### config.mk
export PLATFORM = sky130hd
export DESIGN_NAME = swp_stp_ctrl
export DESIGN_NICKNAME = d
export VERILOG_FILES = /design/src/swp_pkg.sv /design/src/swp_fwd_filter.sv /design/src/swp_stp_ctrl.sv
export SDC_FILE = /design/constraint.sdc
export NUM_CORES = 1
export LEC_CHECK = 0
export BUFFER_PORTS_ARGS = -buffer_cell sky130_fd_sc_hd__buf_2
export CAP_MARGIN = 20
export CORE_MARGIN = 5
export CORE_UTILIZATION = 40
export CTS_CLUSTER_DIAMETER = 120
export DETAILED_ROUTE_END_ITERATION = 8
export PLACE_DENSITY_LB_ADDON = 0.2
export SYNTH_ARGS = -nofsm -noshare
export SYNTH_HDL_FRONTEND = slang
export SYNTH_SLANG_ARGS = --single-unit
### constraint.sdc
create_clock -name aclk -period 3.2 [get_ports aclk]
set_input_delay 0.16 -clock aclk [delete_from_list [all_inputs] [get_ports aclk]]
set_output_delay 0.16 -clock aclk [all_outputs]
set_load 0.03 [all_outputs]
### src/swp_pkg.sv
package swp_pkg;

   ////////////////////////////////////////////////////////////////////////////
   // Register indices; the byte address is four times the index.
   localparam logic [11:0] IDX_GLOBAL = 12'h002;
   localparam logic [11:0] IDX_TAILTAG = 12'h003;
   localparam logic [11:0] IDX_PORT1 = 12'h012;
   localparam logic [11:0] IDX_PORT2 = 12'h022;
   localparam logic [11:0] IDX_STATUS = 12'h040;
   localparam logic [11:0] ADDR_GLOBAL = {IDX_GLOBAL[9:0], 2'b00};
   localparam logic [11:0] ADDR_TAILTAG = {IDX_TAILTAG[9:0], 2'b00};
   localparam logic [11:0] ADDR_PORT1 = {IDX_PORT1[9:0], 2'b00};
   localparam logic [11:0] ADDR_PORT2 = {IDX_PORT2[9:0], 2'b00};
   localparam logic [11:0] ADDR_STATUS = {IDX_STATUS[9:0], 2'b00};

   ////////////////////////////////////////////////////////////////////////////
   // Field positions and reset values.
   localparam int unsigned GLB_FLUSH_DYN = 5;
   localparam int unsigned GLB_FLUSH_STA = 4;
   localparam int unsigned TT_ENABLE = 6;
   localparam int unsigned PC_TX_EN = 2;
   localparam int unsigned PC_RX_EN = 1;
   localparam int unsigned PC_LRN_DIS = 0;
   localparam int unsigned ST_BUSY = 6;
   localparam logic [7:0] GLOBAL_RST = 8'h00;
   localparam logic [7:0] TAILTAG_RST = 8'h00;
   localparam logic [7:0] PORTCTRL_RST = 8'h06;
   localparam logic [7:0] GLB_FLUSH_MASK = 8'h30;
   localparam int unsigned FLUSH_CYCLES_DEF = 64;

   ////////////////////////////////////////////////////////////////////////////
   // Ports, masks and bus answers.
   localparam logic [1:0] PORT_NONE = 2'h0;
   localparam logic [1:0] PORT_CPU = 2'h3;
   localparam logic [1:0] TAG_LOOKUP = 2'h0;
   localparam logic [2:0] MASK_CPU = 3'h4;
   localparam logic [2:0] MASK_NONE = 3'h0;
   localparam logic [1:0] RESP_OKAY = 2'h0;
   localparam logic [1:0] RESP_SLVERR = 2'h2;

   typedef enum logic [2:0] {
      SWP_DISCARD = 3'b001,
      SWP_LEARN = 3'b010,
      SWP_FORWARD = 3'b100
   } swp_stp_t;

   // One received frame after address lookup: source port 1..3, lookup
   // destination mask (bit 0 port 1, bit 1 port 2, bit 2 processor port).
   typedef struct packed {
      logic [1:0] src_port;
      logic [2:0] lookup_mask;
      logic override;
      logic [1:0] tail_tag;
   } swp_frame_t;

   typedef struct packed {
      logic [2:0] dest_mask;
      logic learn;
   } swp_dec_t;

endpackage : swp_pkg

### src/swp_fwd_filter.sv
`timescale 1ns/100ps
module swp_fwd_filter import swp_pkg::*; (
   input wire logic aclk,
   input wire logic aresetn,
   input wire logic frm_valid,
   input wire swp_frame_t frm,
   input wire logic [1:0] tx_en,
   input wire logic [1:0] rx_en,
   input wire logic [1:0] lrn_dis,
   input wire logic [1:0] flushing,
   input wire logic tail_en,
   output logic dec_valid,
   output swp_dec_t dec
);

   logic dec_valid_reg;
   swp_dec_t dec_reg;
   swp_dec_t dec_next;
   wire logic p_idx = frm.src_port[1];

   always_comb begin
      dec_next = '{dest_mask: MASK_NONE, learn: 1'b0};
      if (frm.src_port == PORT_CPU) begin
         if (tail_en && frm.tail_tag != TAG_LOOKUP) begin
            dec_next.dest_mask = {1'b0, frm.tail_tag};
         end else begin
            dec_next.dest_mask = {1'b0, frm.lookup_mask[1:0] & tx_en};
         end
         dec_next.learn = 1'b1;
      end else if (frm.src_port != PORT_NONE) begin
         if (rx_en[p_idx]) begin
            dec_next.dest_mask = frm.lookup_mask & {1'b1, tx_en};
         end else if (frm.override && frm.lookup_mask[2]) begin
            dec_next.dest_mask = MASK_CPU;
         end
         dec_next.learn = !lrn_dis[p_idx] && !flushing[p_idx];
      end
   end

   always_ff @(posedge aclk) begin
      if (!aresetn) begin
         dec_valid_reg <= 1'b0;
         dec_reg <= '0;
      end else begin
         dec_valid_reg <= frm_valid;
         dec_reg <= dec_next;
      end
   end

   assign dec_valid = dec_valid_reg;
   assign dec = dec_reg;

   wire logic user_in = frm_valid && frm.src_port inside {2'h1, 2'h2};
endmodule : swp_fwd_filter

### src/swp_stp_ctrl.sv
// Register access over AXI4-Lite and the placing of the registers were chosen for this implementation.
`timescale 1ns/100ps
// How it works
// - Port 3 fixed processor port, no state.
// - Ports 1,2 own tx, rx, learn bits.
// - Tx/rx off, learn off: no traffic.
// - Override static hits still reach processor.
// - Blocking forwards only processor-bound frames.
// - Listening passes processor traffic both ways.
// - Learning state learns, passes processor traffic.
// - All enabled: forward normally and learn.
// - Global flush bits purge port table entries.
// - Discarding equals disabled, blocking, listening bits.
// - Processor attaches to port 3 by MII.
// - Tail tag bits 1:0 pick destination.
module swp_stp_ctrl import swp_pkg::*; #(
   parameter int unsigned FLUSH_CYCLES = FLUSH_CYCLES_DEF
) (
   input wire logic aclk,
   input wire logic aresetn,
   input wire logic [11:0] s_axi_awaddr,
   input wire logic [2:0] s_axi_awprot,
   input wire logic s_axi_awvalid,
   output logic s_axi_awready,
   input wire logic [31:0] s_axi_wdata,
   input wire logic [3:0] s_axi_wstrb,
   input wire logic s_axi_wvalid,
   output logic s_axi_wready,
   output logic [1:0] s_axi_bresp,
   output logic s_axi_bvalid,
   input wire logic s_axi_bready,
   input wire logic [11:0] s_axi_araddr,
   input wire logic [2:0] s_axi_arprot,
   input wire logic s_axi_arvalid,
   output logic s_axi_arready,
   output logic [31:0] s_axi_rdata,
   output logic [1:0] s_axi_rresp,
   output logic s_axi_rvalid,
   input wire logic s_axi_rready,
   input wire logic frm_valid,
   input wire swp_frame_t frm,
   output logic dec_valid,
   output swp_dec_t dec,
   output logic [1:0] flush_dyn,
   output logic [1:0] flush_sta
);

   if (FLUSH_CYCLES < 1 || FLUSH_CYCLES > 256) begin : g_chk
      $error("FLUSH_CYCLES must lie in 1..256");
   end

   localparam logic [7:0] FLUSH_LOAD = 8'(FLUSH_CYCLES - 1);

   ////////////////////////////////////////////////////////////////////////////
   // Bus slave state.
   logic awready_reg;
   logic wready_reg;
   logic bvalid_reg;
   logic [1:0] bresp_reg;
   logic [11:0] awaddr_reg;
   logic [31:0] wdata_reg;
   logic [3:0] wstrb_reg;
   logic arready_reg;
   logic rvalid_reg;
   logic [31:0] rdata_reg;
   logic [1:0] rresp_reg;

   // Configuration and flush state.
   logic [7:0] glb_reg;
   logic [7:0] tt_reg;
   logic [1:0][7:0] pc_reg;
   logic [1:0] flush_dyn_reg;
   logic [1:0] flush_sta_reg;
   logic [7:0] flush_cnt_reg;

   ////////////////////////////////////////////////////////////////////////////
   // Write and read decode.
   wire logic aw_hs = s_axi_awvalid && awready_reg;
   wire logic w_hs = s_axi_wvalid && wready_reg;
   wire logic wr_go = !awready_reg && !wready_reg && !bvalid_reg;
   wire logic wr_lane = wstrb_reg[0];
   wire logic wr_glb = wr_go && wr_lane && awaddr_reg == ADDR_GLOBAL;
   wire logic wr_tt = wr_go && wr_lane && awaddr_reg == ADDR_TAILTAG;
   wire logic [1:0] wr_pc;
   wire logic wr_hit = awaddr_reg inside {ADDR_GLOBAL, ADDR_TAILTAG, ADDR_PORT1,
      ADDR_PORT2, ADDR_STATUS};
   wire logic ar_hs = s_axi_arvalid && arready_reg;
   wire logic rd_hit = s_axi_araddr inside {ADDR_GLOBAL, ADDR_TAILTAG, ADDR_PORT1,
      ADDR_PORT2, ADDR_STATUS};

   wire logic flush_busy = |{flush_dyn_reg, flush_sta_reg};
   wire logic flush_req = wr_glb && |(wdata_reg[7:0] & GLB_FLUSH_MASK);
   wire logic flush_start = flush_req && !flush_busy;

   ////////////////////////////////////////////////////////////////////////////
   // Per-port control fields and decoded spanning tree state.
   wire logic [1:0] tx_en;
   wire logic [1:0] rx_en;
   wire logic [1:0] lrn_dis;
   swp_stp_t port_state [2];

   for (genvar i = 0; i < 2; i++) begin : g_port
      localparam logic [11:0] PORT_ADDR = (i == 0) ? ADDR_PORT1 : ADDR_PORT2;
      assign wr_pc[i] = wr_go && wr_lane && awaddr_reg == PORT_ADDR;
      assign tx_en[i] = pc_reg[i][PC_TX_EN];
      assign rx_en[i] = pc_reg[i][PC_RX_EN];
      assign lrn_dis[i] = pc_reg[i][PC_LRN_DIS];
      assign port_state[i] = (tx_en[i] && rx_en[i]) ? SWP_FORWARD :
         (!lrn_dis[i] ? SWP_LEARN : SWP_DISCARD);

      always_ff @(posedge aclk) begin
         if (!aresetn) begin
            pc_reg[i] <= PORTCTRL_RST;
         end else if (wr_pc[i]) begin
            pc_reg[i] <= {5'h00, wdata_reg[2:0]};
         end
      end
   end

   // Read data multiplexer; reserved bits read as zero.
   wire logic [7:0] glb_view = {glb_reg[7:6], |flush_dyn_reg, |flush_sta_reg,
      glb_reg[3:0]};
   wire logic [7:0] status_view = {1'b0, flush_busy, port_state[1], port_state[0]};
   wire logic [7:0] rd_byte =
      (s_axi_araddr == ADDR_GLOBAL) ? glb_view :
      (s_axi_araddr == ADDR_TAILTAG) ? tt_reg :
      (s_axi_araddr == ADDR_PORT1) ? pc_reg[0] :
      (s_axi_araddr == ADDR_PORT2) ? pc_reg[1] :
      (s_axi_araddr == ADDR_STATUS) ? status_view : 8'h00;

   ////////////////////////////////////////////////////////////////////////////
   // Write channel: address and data taken in either order, answer after both.
   always_ff @(posedge aclk) begin
      if (!aresetn) begin
         awready_reg <= 1'b1;
         awaddr_reg <= 12'h000;
      end else if (aw_hs) begin
         awready_reg <= 1'b0;
         awaddr_reg <= s_axi_awaddr;
      end else if (bvalid_reg && s_axi_bready) begin
         awready_reg <= 1'b1;
      end
   end

   always_ff @(posedge aclk) begin
      if (!aresetn) begin
         wready_reg <= 1'b1;
         wdata_reg <= 32'h0000_0000;
         wstrb_reg <= 4'h0;
      end else if (w_hs) begin
         wready_reg <= 1'b0;
         wdata_reg <= s_axi_wdata;
         wstrb_reg <= s_axi_wstrb;
      end else if (bvalid_reg && s_axi_bready) begin
         wready_reg <= 1'b1;
      end
   end

   always_ff @(posedge aclk) begin
      if (!aresetn) begin
         bvalid_reg <= 1'b0;
         bresp_reg <= RESP_OKAY;
      end else if (wr_go) begin
         bvalid_reg <= 1'b1;
         bresp_reg <= wr_hit ? RESP_OKAY : RESP_SLVERR;
      end else if (s_axi_bready) begin
         bvalid_reg <= 1'b0;
      end
   end

   ////////////////////////////////////////////////////////////////////////////
   // Read channel: data one cycle after the address is taken.
   always_ff @(posedge aclk) begin
      if (!aresetn) begin
         arready_reg <= 1'b1;
         rvalid_reg <= 1'b0;
         rdata_reg <= 32'h0000_0000;
         rresp_reg <= RESP_OKAY;
      end else if (ar_hs) begin
         arready_reg <= 1'b0;
         rvalid_reg <= 1'b1;
         rdata_reg <= {24'h00_0000, rd_byte};
         rresp_reg <= rd_hit ? RESP_OKAY : RESP_SLVERR;
      end else if (rvalid_reg && s_axi_rready) begin
         arready_reg <= 1'b1;
         rvalid_reg <= 1'b0;
      end
   end

   ////////////////////////////////////////////////////////////////////////////
   // Global and tail tag registers. Flush bits are not stored; they read back
   // as the running flush.
   always_ff @(posedge aclk) begin
      if (!aresetn) begin
         glb_reg <= GLOBAL_RST;
         tt_reg <= TAILTAG_RST;
      end else begin
         if (wr_glb) begin
            glb_reg <= wdata_reg[7:0] & ~GLB_FLUSH_MASK;
         end
         if (wr_tt) begin
            tt_reg <= wdata_reg[7:0];
         end
      end
   end

   ////////////////////////////////////////////////////////////////////////////
   // Flush sequencer. The ports with learning disabled are purged from the
   // chosen tables for FLUSH_CYCLES cycles; a request while busy is ignored,
   // so a second flush cannot cut the first one short.
   always_ff @(posedge aclk) begin
      if (!aresetn) begin
         flush_dyn_reg <= 2'b00;
         flush_sta_reg <= 2'b00;
         flush_cnt_reg <= 8'h00;
      end else if (flush_start) begin
         flush_dyn_reg <= wdata_reg[GLB_FLUSH_DYN] ? lrn_dis : 2'b00;
         flush_sta_reg <= wdata_reg[GLB_FLUSH_STA] ? lrn_dis : 2'b00;
         flush_cnt_reg <= FLUSH_LOAD;
      end else if (flush_busy) begin
         if (flush_cnt_reg == 8'h00) begin
            flush_dyn_reg <= 2'b00;
            flush_sta_reg <= 2'b00;
         end else begin
            flush_cnt_reg <= flush_cnt_reg - 8'h01;
         end
      end
   end

   ////////////////////////////////////////////////////////////////////////////
   // Forwarding decision per frame; port 3 carries the processor over MII.
   // processor port fixed
   swp_fwd_filter u_filter (
      .aclk(aclk),
      .aresetn(aresetn),
      .frm_valid(frm_valid),
      .frm(frm),
      .tx_en(tx_en),
      .rx_en(rx_en),
      .lrn_dis(lrn_dis),
      .flushing(flush_dyn_reg | flush_sta_reg),
      .tail_en(tt_reg[TT_ENABLE]),
      .dec_valid(dec_valid),
      .dec(dec)
   );

   assign s_axi_awready = awready_reg;
   assign s_axi_wready = wready_reg;
   assign s_axi_bvalid = bvalid_reg;
   assign s_axi_bresp = bresp_reg;
   assign s_axi_arready = arready_reg;
   assign s_axi_rvalid = rvalid_reg;
   assign s_axi_rdata = rdata_reg;
   assign s_axi_rresp = rresp_reg;
   assign flush_dyn = flush_dyn_reg;
   assign flush_sta = flush_sta_reg;
endmodule : swp_stp_ctrl

==> flow_summary.ini, run 1 <==
[cts]
postCtsHoldBufs = 0
cts_buffer_depth = 2
insertion_delay_ps = 340
h-tree-depth = 3
cts_root_buf = clkbuf_8
cts_made_buffers = 9
cts.sinks = 73
clk_pin_slew_ps = 70
postCtsSetupBuffers = 0
tritoncts = yes
post_cts_resized = 0

[synthesis]
syn-cell-area_sq_um = 3590
synth_top_family_by_area = simple AND/OR/NAND/NOR gates
synthCells = 442
ys_seq_area_frac = 0.407
synth_compound_gate_area_share = 0.195
ys_ff_latch = 73
synthSimpleGateAreaFrac = 0.259
ys_warn_count = 0
async_flop_share = 0
synth_top_flop_cell = dfxtp_1
muxShareOfSynthArea = 0.0310
synth_edf_count = 0
avgSynthCellArea_sq_um = 8.12
synth_top_area_cell = dfxtp_1
synthDistinctLibCells = 57
ys_top_cells_by_area = dfxtp_1 (41%), nand2_1 (7.0%), a21oi_1 (5.6%), buf_4 (5.4%), o21ai_0 (4.6%)
synthAdderAreaFrac = 0.00348
synth_top_area_share = 0.407
synthXorXnorAreaFrac = 0.00244

[setup_path]
arrival_ps = 2710
crit_path_max_incr_delay_ps = 670
crit_type = reg -> reg
start_kind = flop
path_common_cell = or4_4
required_ps = 3460
end_kind = flop
path_cells = or4_4 > or4_4 > or4_1 > a21oi_1
cpMaxStageDelayCell = or4_1
cp_max_fo = 18

[outcome]
status = finished, final reports clean

[timing]
timing.final.crit_share = 0.764
tns_ps = 0
hold_ws_ps = 22.4
drv_slew = 0
slew_headroom = 0.484
fin_crit_ps = 2440
worst_pin_slew_ps = 772
rsz0062_at_grt = no
final_hold_viol_count = 0
setup_viol = 0
fmax_mhz = 409
worst_clock_skew_ps = 10.0
layout_setup_ws_ps = 756

[die]
die_area_sq_um = 11000
core_region_area_sq_um = 8720
fp-row-count = 34
die_x_um = 105
io_pins = 132
initial_core_util = 0.412
die_h_um = 105

[finish]
fill_cells = 871
finalNonFillerCells = 621
antenna_cells = 0
layout.nets = 591
area_delta_synth_final_pct = 15.7
largest_register_ffs = 12
utilization = 0.476
final_layout_size_suffix_gt1_frac = 0.193
fin_area_sq_um = 4160

[global_routing]
grt_max_degree = 46
antenna_found_initial = 0
grt_pass1_wl_um = 15300
grt_pass1_vias = 3100
grt-ovfl-total = 0
track_usage = 0.167

[drt]
antenna_left = 0
post_drt_wl_per_cell_um = 14.6
vias_per_cell = 5.27
wl_um = 9100
dr.pass1.iters = 4
routed-via-count = 3270
drt_iter0_drc = 151
drc = 0

[place]
placed_area_sq_um = 3930
dp_hpwl_um = 6720
port_buffers = 72
pre_cts_ws_ps = 759
place.gp.congestion = 0.847
dp_cells = 605

[pwr]
ir_drop_mv = 0.255
powerDensity_nw_per_um2 = 481
leakagePower_nw = 1.65
total_power_mw = 2.00

[min_path]
hp-class = in -> reg

[flow_run]
maxCapViolCount = 0
## layout by cell type, fill, tap and decap left out, types with 9 or more instances in the layout
| master | netlist | final |
|---|---|---|
| dfxtp_1 | 73 | 73 |
| buf_2 | 1 | 72 |
| nand2_1 | 67 | 67 |
| a21oi_1 | 40 | 40 |
| o21ai_0 | 33 | 33 |
| conb_1 | 1 | 26 |
| inv_1 | 18 | 18 |
| nor2_1 | 15 | 15 |
| nor3_1 | 12 | 12 |
| nand4_1 | 10 | 10 |
| mux2i_1 | 10 | 10 |
| clkbuf_8 | 0 | 10 |
| nand2b_1 | 9 | 9 |
## cell families after synthesis
kind of cell             Yosys count
AND/OR/NAND/NOR                  173
AO/OA/AOI/OAI                    116
flip-flops                        73
buffers and inverters             66
multiplexers                      11
adder cells (fa/ha/maj)            1
other                              1
XOR/XNOR                           1
## where the power goes
| group | total, mW | switching, mW | internal (mW) | leakage, nW |
|---|---|---|---|---|
| registers | 0.962 | 0.0268 | 0.936 | 0.594 |
| clock network | 0.799 | 0.337 | 0.463 | 0.107 |
| logic | 0.239 | 0.165 | 0.0741 | 0.947 |
## final cells by class
cell class | instances | area (sq um) | area share
Clock buffer | 12 | 145 | 0.0349
Sequential cell | 73 | 1460 | 0.352
Multi-Input combinational cell | 328 | 1870 | 0.450
Clock inverter | 4 | 76.3 | 0.0184
Tap cell | 108 | 135 | 0.0325
Inverter | 19 | 71.3 | 0.0172
Timing Repair Buffer | 77 | 398 | 0.0958
## final timing paths
| check | start | to | slack (ps) | depth (start not counted) |
|---|---|---|---|---|
| max | awaddr_reg[0] | flush_cnt_reg[5] | 760 | 4 |
| min reg2reg | s_axi_rdata[3] | s_axi_rdata[3] | 440 | 2 |
| max reg2reg | awaddr_reg[0] | flush_cnt_reg[5] | 760 | 4 |
| min | frm_valid | u_filter.dec_valid | 20 | 2 |
## synth_stat cells, types with 2 or more instances
cell type and count:
o21ai_0 33, or4_1 5, clkbuf_1 18, buf_4 26
a211oi_1 3, o21a_1 2, nor4_1 6, o22ai_1 8
a31oi_1 3, and2_1 5, and3_1 3, nand3_1 8
a32o_1 3, a311oi_1 2, mux2i_1 10, nand4b_1 7
nand2b_1 9, nand2_1 67, and4_1 2, a21boi_0 8
dfxtp_1 73, nor3b_1 4, nor3_1 12, nor2b_1 2
nand4_1 10, nand3b_1 4, or4_4 2, buf_6 2
inv_1 18, a21oi_1 40, or3_1 5, nor4b_1 2
nor2_1 15, and3b_1 2
## worst max-delay path, delay by kind of cell, from the launching register on
kind / cells / cell delay, ps
and+or+nand+nor: 3 / 1880
AOI/OAI and AO/OA: 1 / 180
DFF: 1 / 310
## layer usage
layer  vias up  wire, um  track usage
met5         -         0            0
met4         0       203       0.0530
met3        17       648       0.0543
met2       102      4160        0.268
met1      1476      4090        0.213
li1       1675         -            -
No activity file was read; power rests on OpenSTA's default activity.
==> run 2, diff against run 1 <==
- ABC_AREA: default -> 1
- clock period: 3.2 -> 2.05 ns (I/O delays scaled with it)
==> flow_summary.ini, run 2 <==
[cts]
cts_made_buffers = 9
postCtsSetupBuffers = 0
cts.sinks = 73
insertion_delay_ps = 340
h-tree-depth = 3
cts_root_buf = clkbuf_8
post_cts_resized = 0
cts_buffer_depth = 2
postCtsHoldBufs = 2
clk_pin_slew_ps = 70
tritoncts = yes

[timing]
tns_ps = 0
timing.final.crit_share = 0.789
hold_ws_ps = 9.83
drv_slew = 0
worst_pin_slew_ps = 699
rsz0062_at_grt = no
final_hold_viol_count = 0
fin_crit_ps = 1620
worst_clock_skew_ps = 6.65
fmax_mhz = 618
slew_headroom = 0.533
layout_setup_ws_ps = 433
setup_viol = 0

[synthesis]
ys_ff_latch = 73
synth_top_area_cell = dfxtp_1
ys_warn_count = 0
ys_seq_area_frac = 0.409
synthDistinctLibCells = 33
synth_top_area_share = 0.409
synth_top_flop_cell = dfxtp_1
async_flop_share = 0
avgSynthCellArea_sq_um = 7.01
synth_most_common_cell = nand2_1
syn-cell-area_sq_um = 3570
synth_common_cells = nand2_1 (84), dfxtp_1 (73), inv_1 (59)
synth_edf_count = 0
synthCells = 510
ys_top_cells_by_area = dfxtp_1 (41%), nand2_1 (8.8%), a21oi_1 (6.9%), inv_1 (6.2%), nand3_1 (5.7%)

[drt]
routed-via-count = 3371
drt_iter0_drc = 106
wl_um = 8350
dr.pass1.iters = 4
antenna_left = 0
vias_per_cell = 4.85
post_drt_wl_per_cell_um = 12.0
drc = 0

[die]
core_region_area_sq_um = 8720
io_pins = 132
initial_core_util = 0.410
die_h_um = 105
die_area_sq_um = 10900
fp-row-count = 34
die_x_um = 105

[global_routing]
track_usage = 0.150
grt_max_degree = 44
grt-ovfl-total = 0
antenna_found_initial = 0
grt_pass1_vias = 3139
grt_pass1_wl_um = 13800

[setup_path]
crit_path_start = flush_cnt_reg[0]
crit_type = reg -> reg
rr_endpoint = flush_cnt_reg[2]
cpMaxStageDelayCell = dfxtp_1
critical_path_depth = 11
crit_buf_inv = 3
crit_path_max_incr_delay_ps = 310
path_common_cell = nand2_1
r2r_setup_slack_ps = 430
end_kind = flop
required_ps = 2290
crit_family = simple AND/OR/NAND/NOR gates
r2r_cells = 11
reg2reg_from = flush_cnt_reg[0]
start_kind = flop
path_cells = inv_1 > ha_1 > inv_2 > nor3_1 > nand2_1 > nand2_2 > nor2_1 > nand2_1 > nand2_1 > o21ai_1 > inv_1
arrival_ps = 1850
endpoint = flush_cnt_reg[2]
cp_max_fo = 10

[place]
dp_hpwl_um = 6290
place.gp.congestion = 0.901
pre_cts_ws_ps = 446
port_buffers = 72

[finish]
mostFrequentLayoutCell = nand2_1
area_delta_synth_final_pct = 16.1
largest_register_ffs = 12
final_layout_size_suffix_gt1_frac = 0.206
antenna_cells = 0
final_cell_mix = nand2_1 (84), dfxtp_1 (73), buf_2 (72)
layout.nets = 665

[outcome]
status = finished, final reports clean

[min_path]
hp-class = in -> reg
whs_path_depth = 3

[flow_run]
maxCapViolCount = 0

[pwr]
ir_drop_mv = 0.393
leakagePower_nw = 1.99
powerDensity_nw_per_um2 = 741
run 2: changes by cell type after synthesis, sizes merged, moves of 9 or more:
cell    delta
o21ai     +17
inv       +57
nand2b     -9
a21oi     +10
mux2i     -10
nand2     +20
nand3     +37
a21boi     -9
nor2      +30
run 2: per-stage QoR:
step	total power [mW]	util	area, sq um	std cells
global route	3.21	0.476	4150	695
finish	3.07	0.476	4150	695
CTS	3.11	0.476	4150	695
floorplan	1.84	-	3670	535
detailed placement	1.91	0.450	3930	677
global placement	1.90	0.450	3930	677
run 2: layout make-up:
class	count	area [sq um]
Inverter	77	289
Fill cell	920	4570
Sequential cell	73	1460
Clock buffer	13	139
Clock inverter	3	65.1
Multi-Input combinational cell	343	1650
Timing Repair Buffer	78	410
Tap cell	108	135
run 2: worst register-to-register path, stage by stage (launching register included):
cell and delay (ps):
dfxtp_1 310, inv_1 90, ha_1 170, inv_2 40
nor3_1 200, nand2_1 120, nand2_2 180, nor2_1 80
nand2_1 80, nand2_1 70, o21ai_1 140, inv_1 50
run 2: layer usage:
layer / GRT usage / routed length [um] / up-vias
met5: 0 / 0 / -
met4: 0.0722 / 196 / 0
met3: 0.0284 / 502 / 15
met2: 0.243 / 3730 / 98
met1: 0.192 / 3920 / 1503
li1: - / - / 1755
run 2: how the worst min path moves through the flow:
stage               startpoint                  to  slack, ps
3_3_place_gp         frm_valid  u_filter.dec_valid        300
3_5_place_dp         frm_valid  u_filter.dec_valid        290
6_report       s_axi_awaddr[0]       awaddr_reg[0]         10
2_1_floorplan        frm_valid  u_filter.dec_valid        200
4_1_cts        s_axi_awaddr[0]       awaddr_reg[0]        0.2
5_1_grt                 frm[5]     u_filter.dec[3]         30
run 2: report_power, final:
group / leakage (nW) / internal, mW / switching (mW) / total [mW]
registers: 0.596 / 1.47 / 0.0318 / 1.50
clock network: 0.102 / 0.686 / 0.508 / 1.19
logic: 1.29 / 0.110 / 0.267 / 0.377
run 2: cells by family after synthesis:
family,share of synthesized area
AND/OR/NAND/NOR,0.261
buffers and inverters,0.156
AO/OA/AOI/OAI,0.165
flip-flops,0.409
XOR/XNOR,0.00490
adder cells (fa/ha/maj),0.00350
other,0.00105
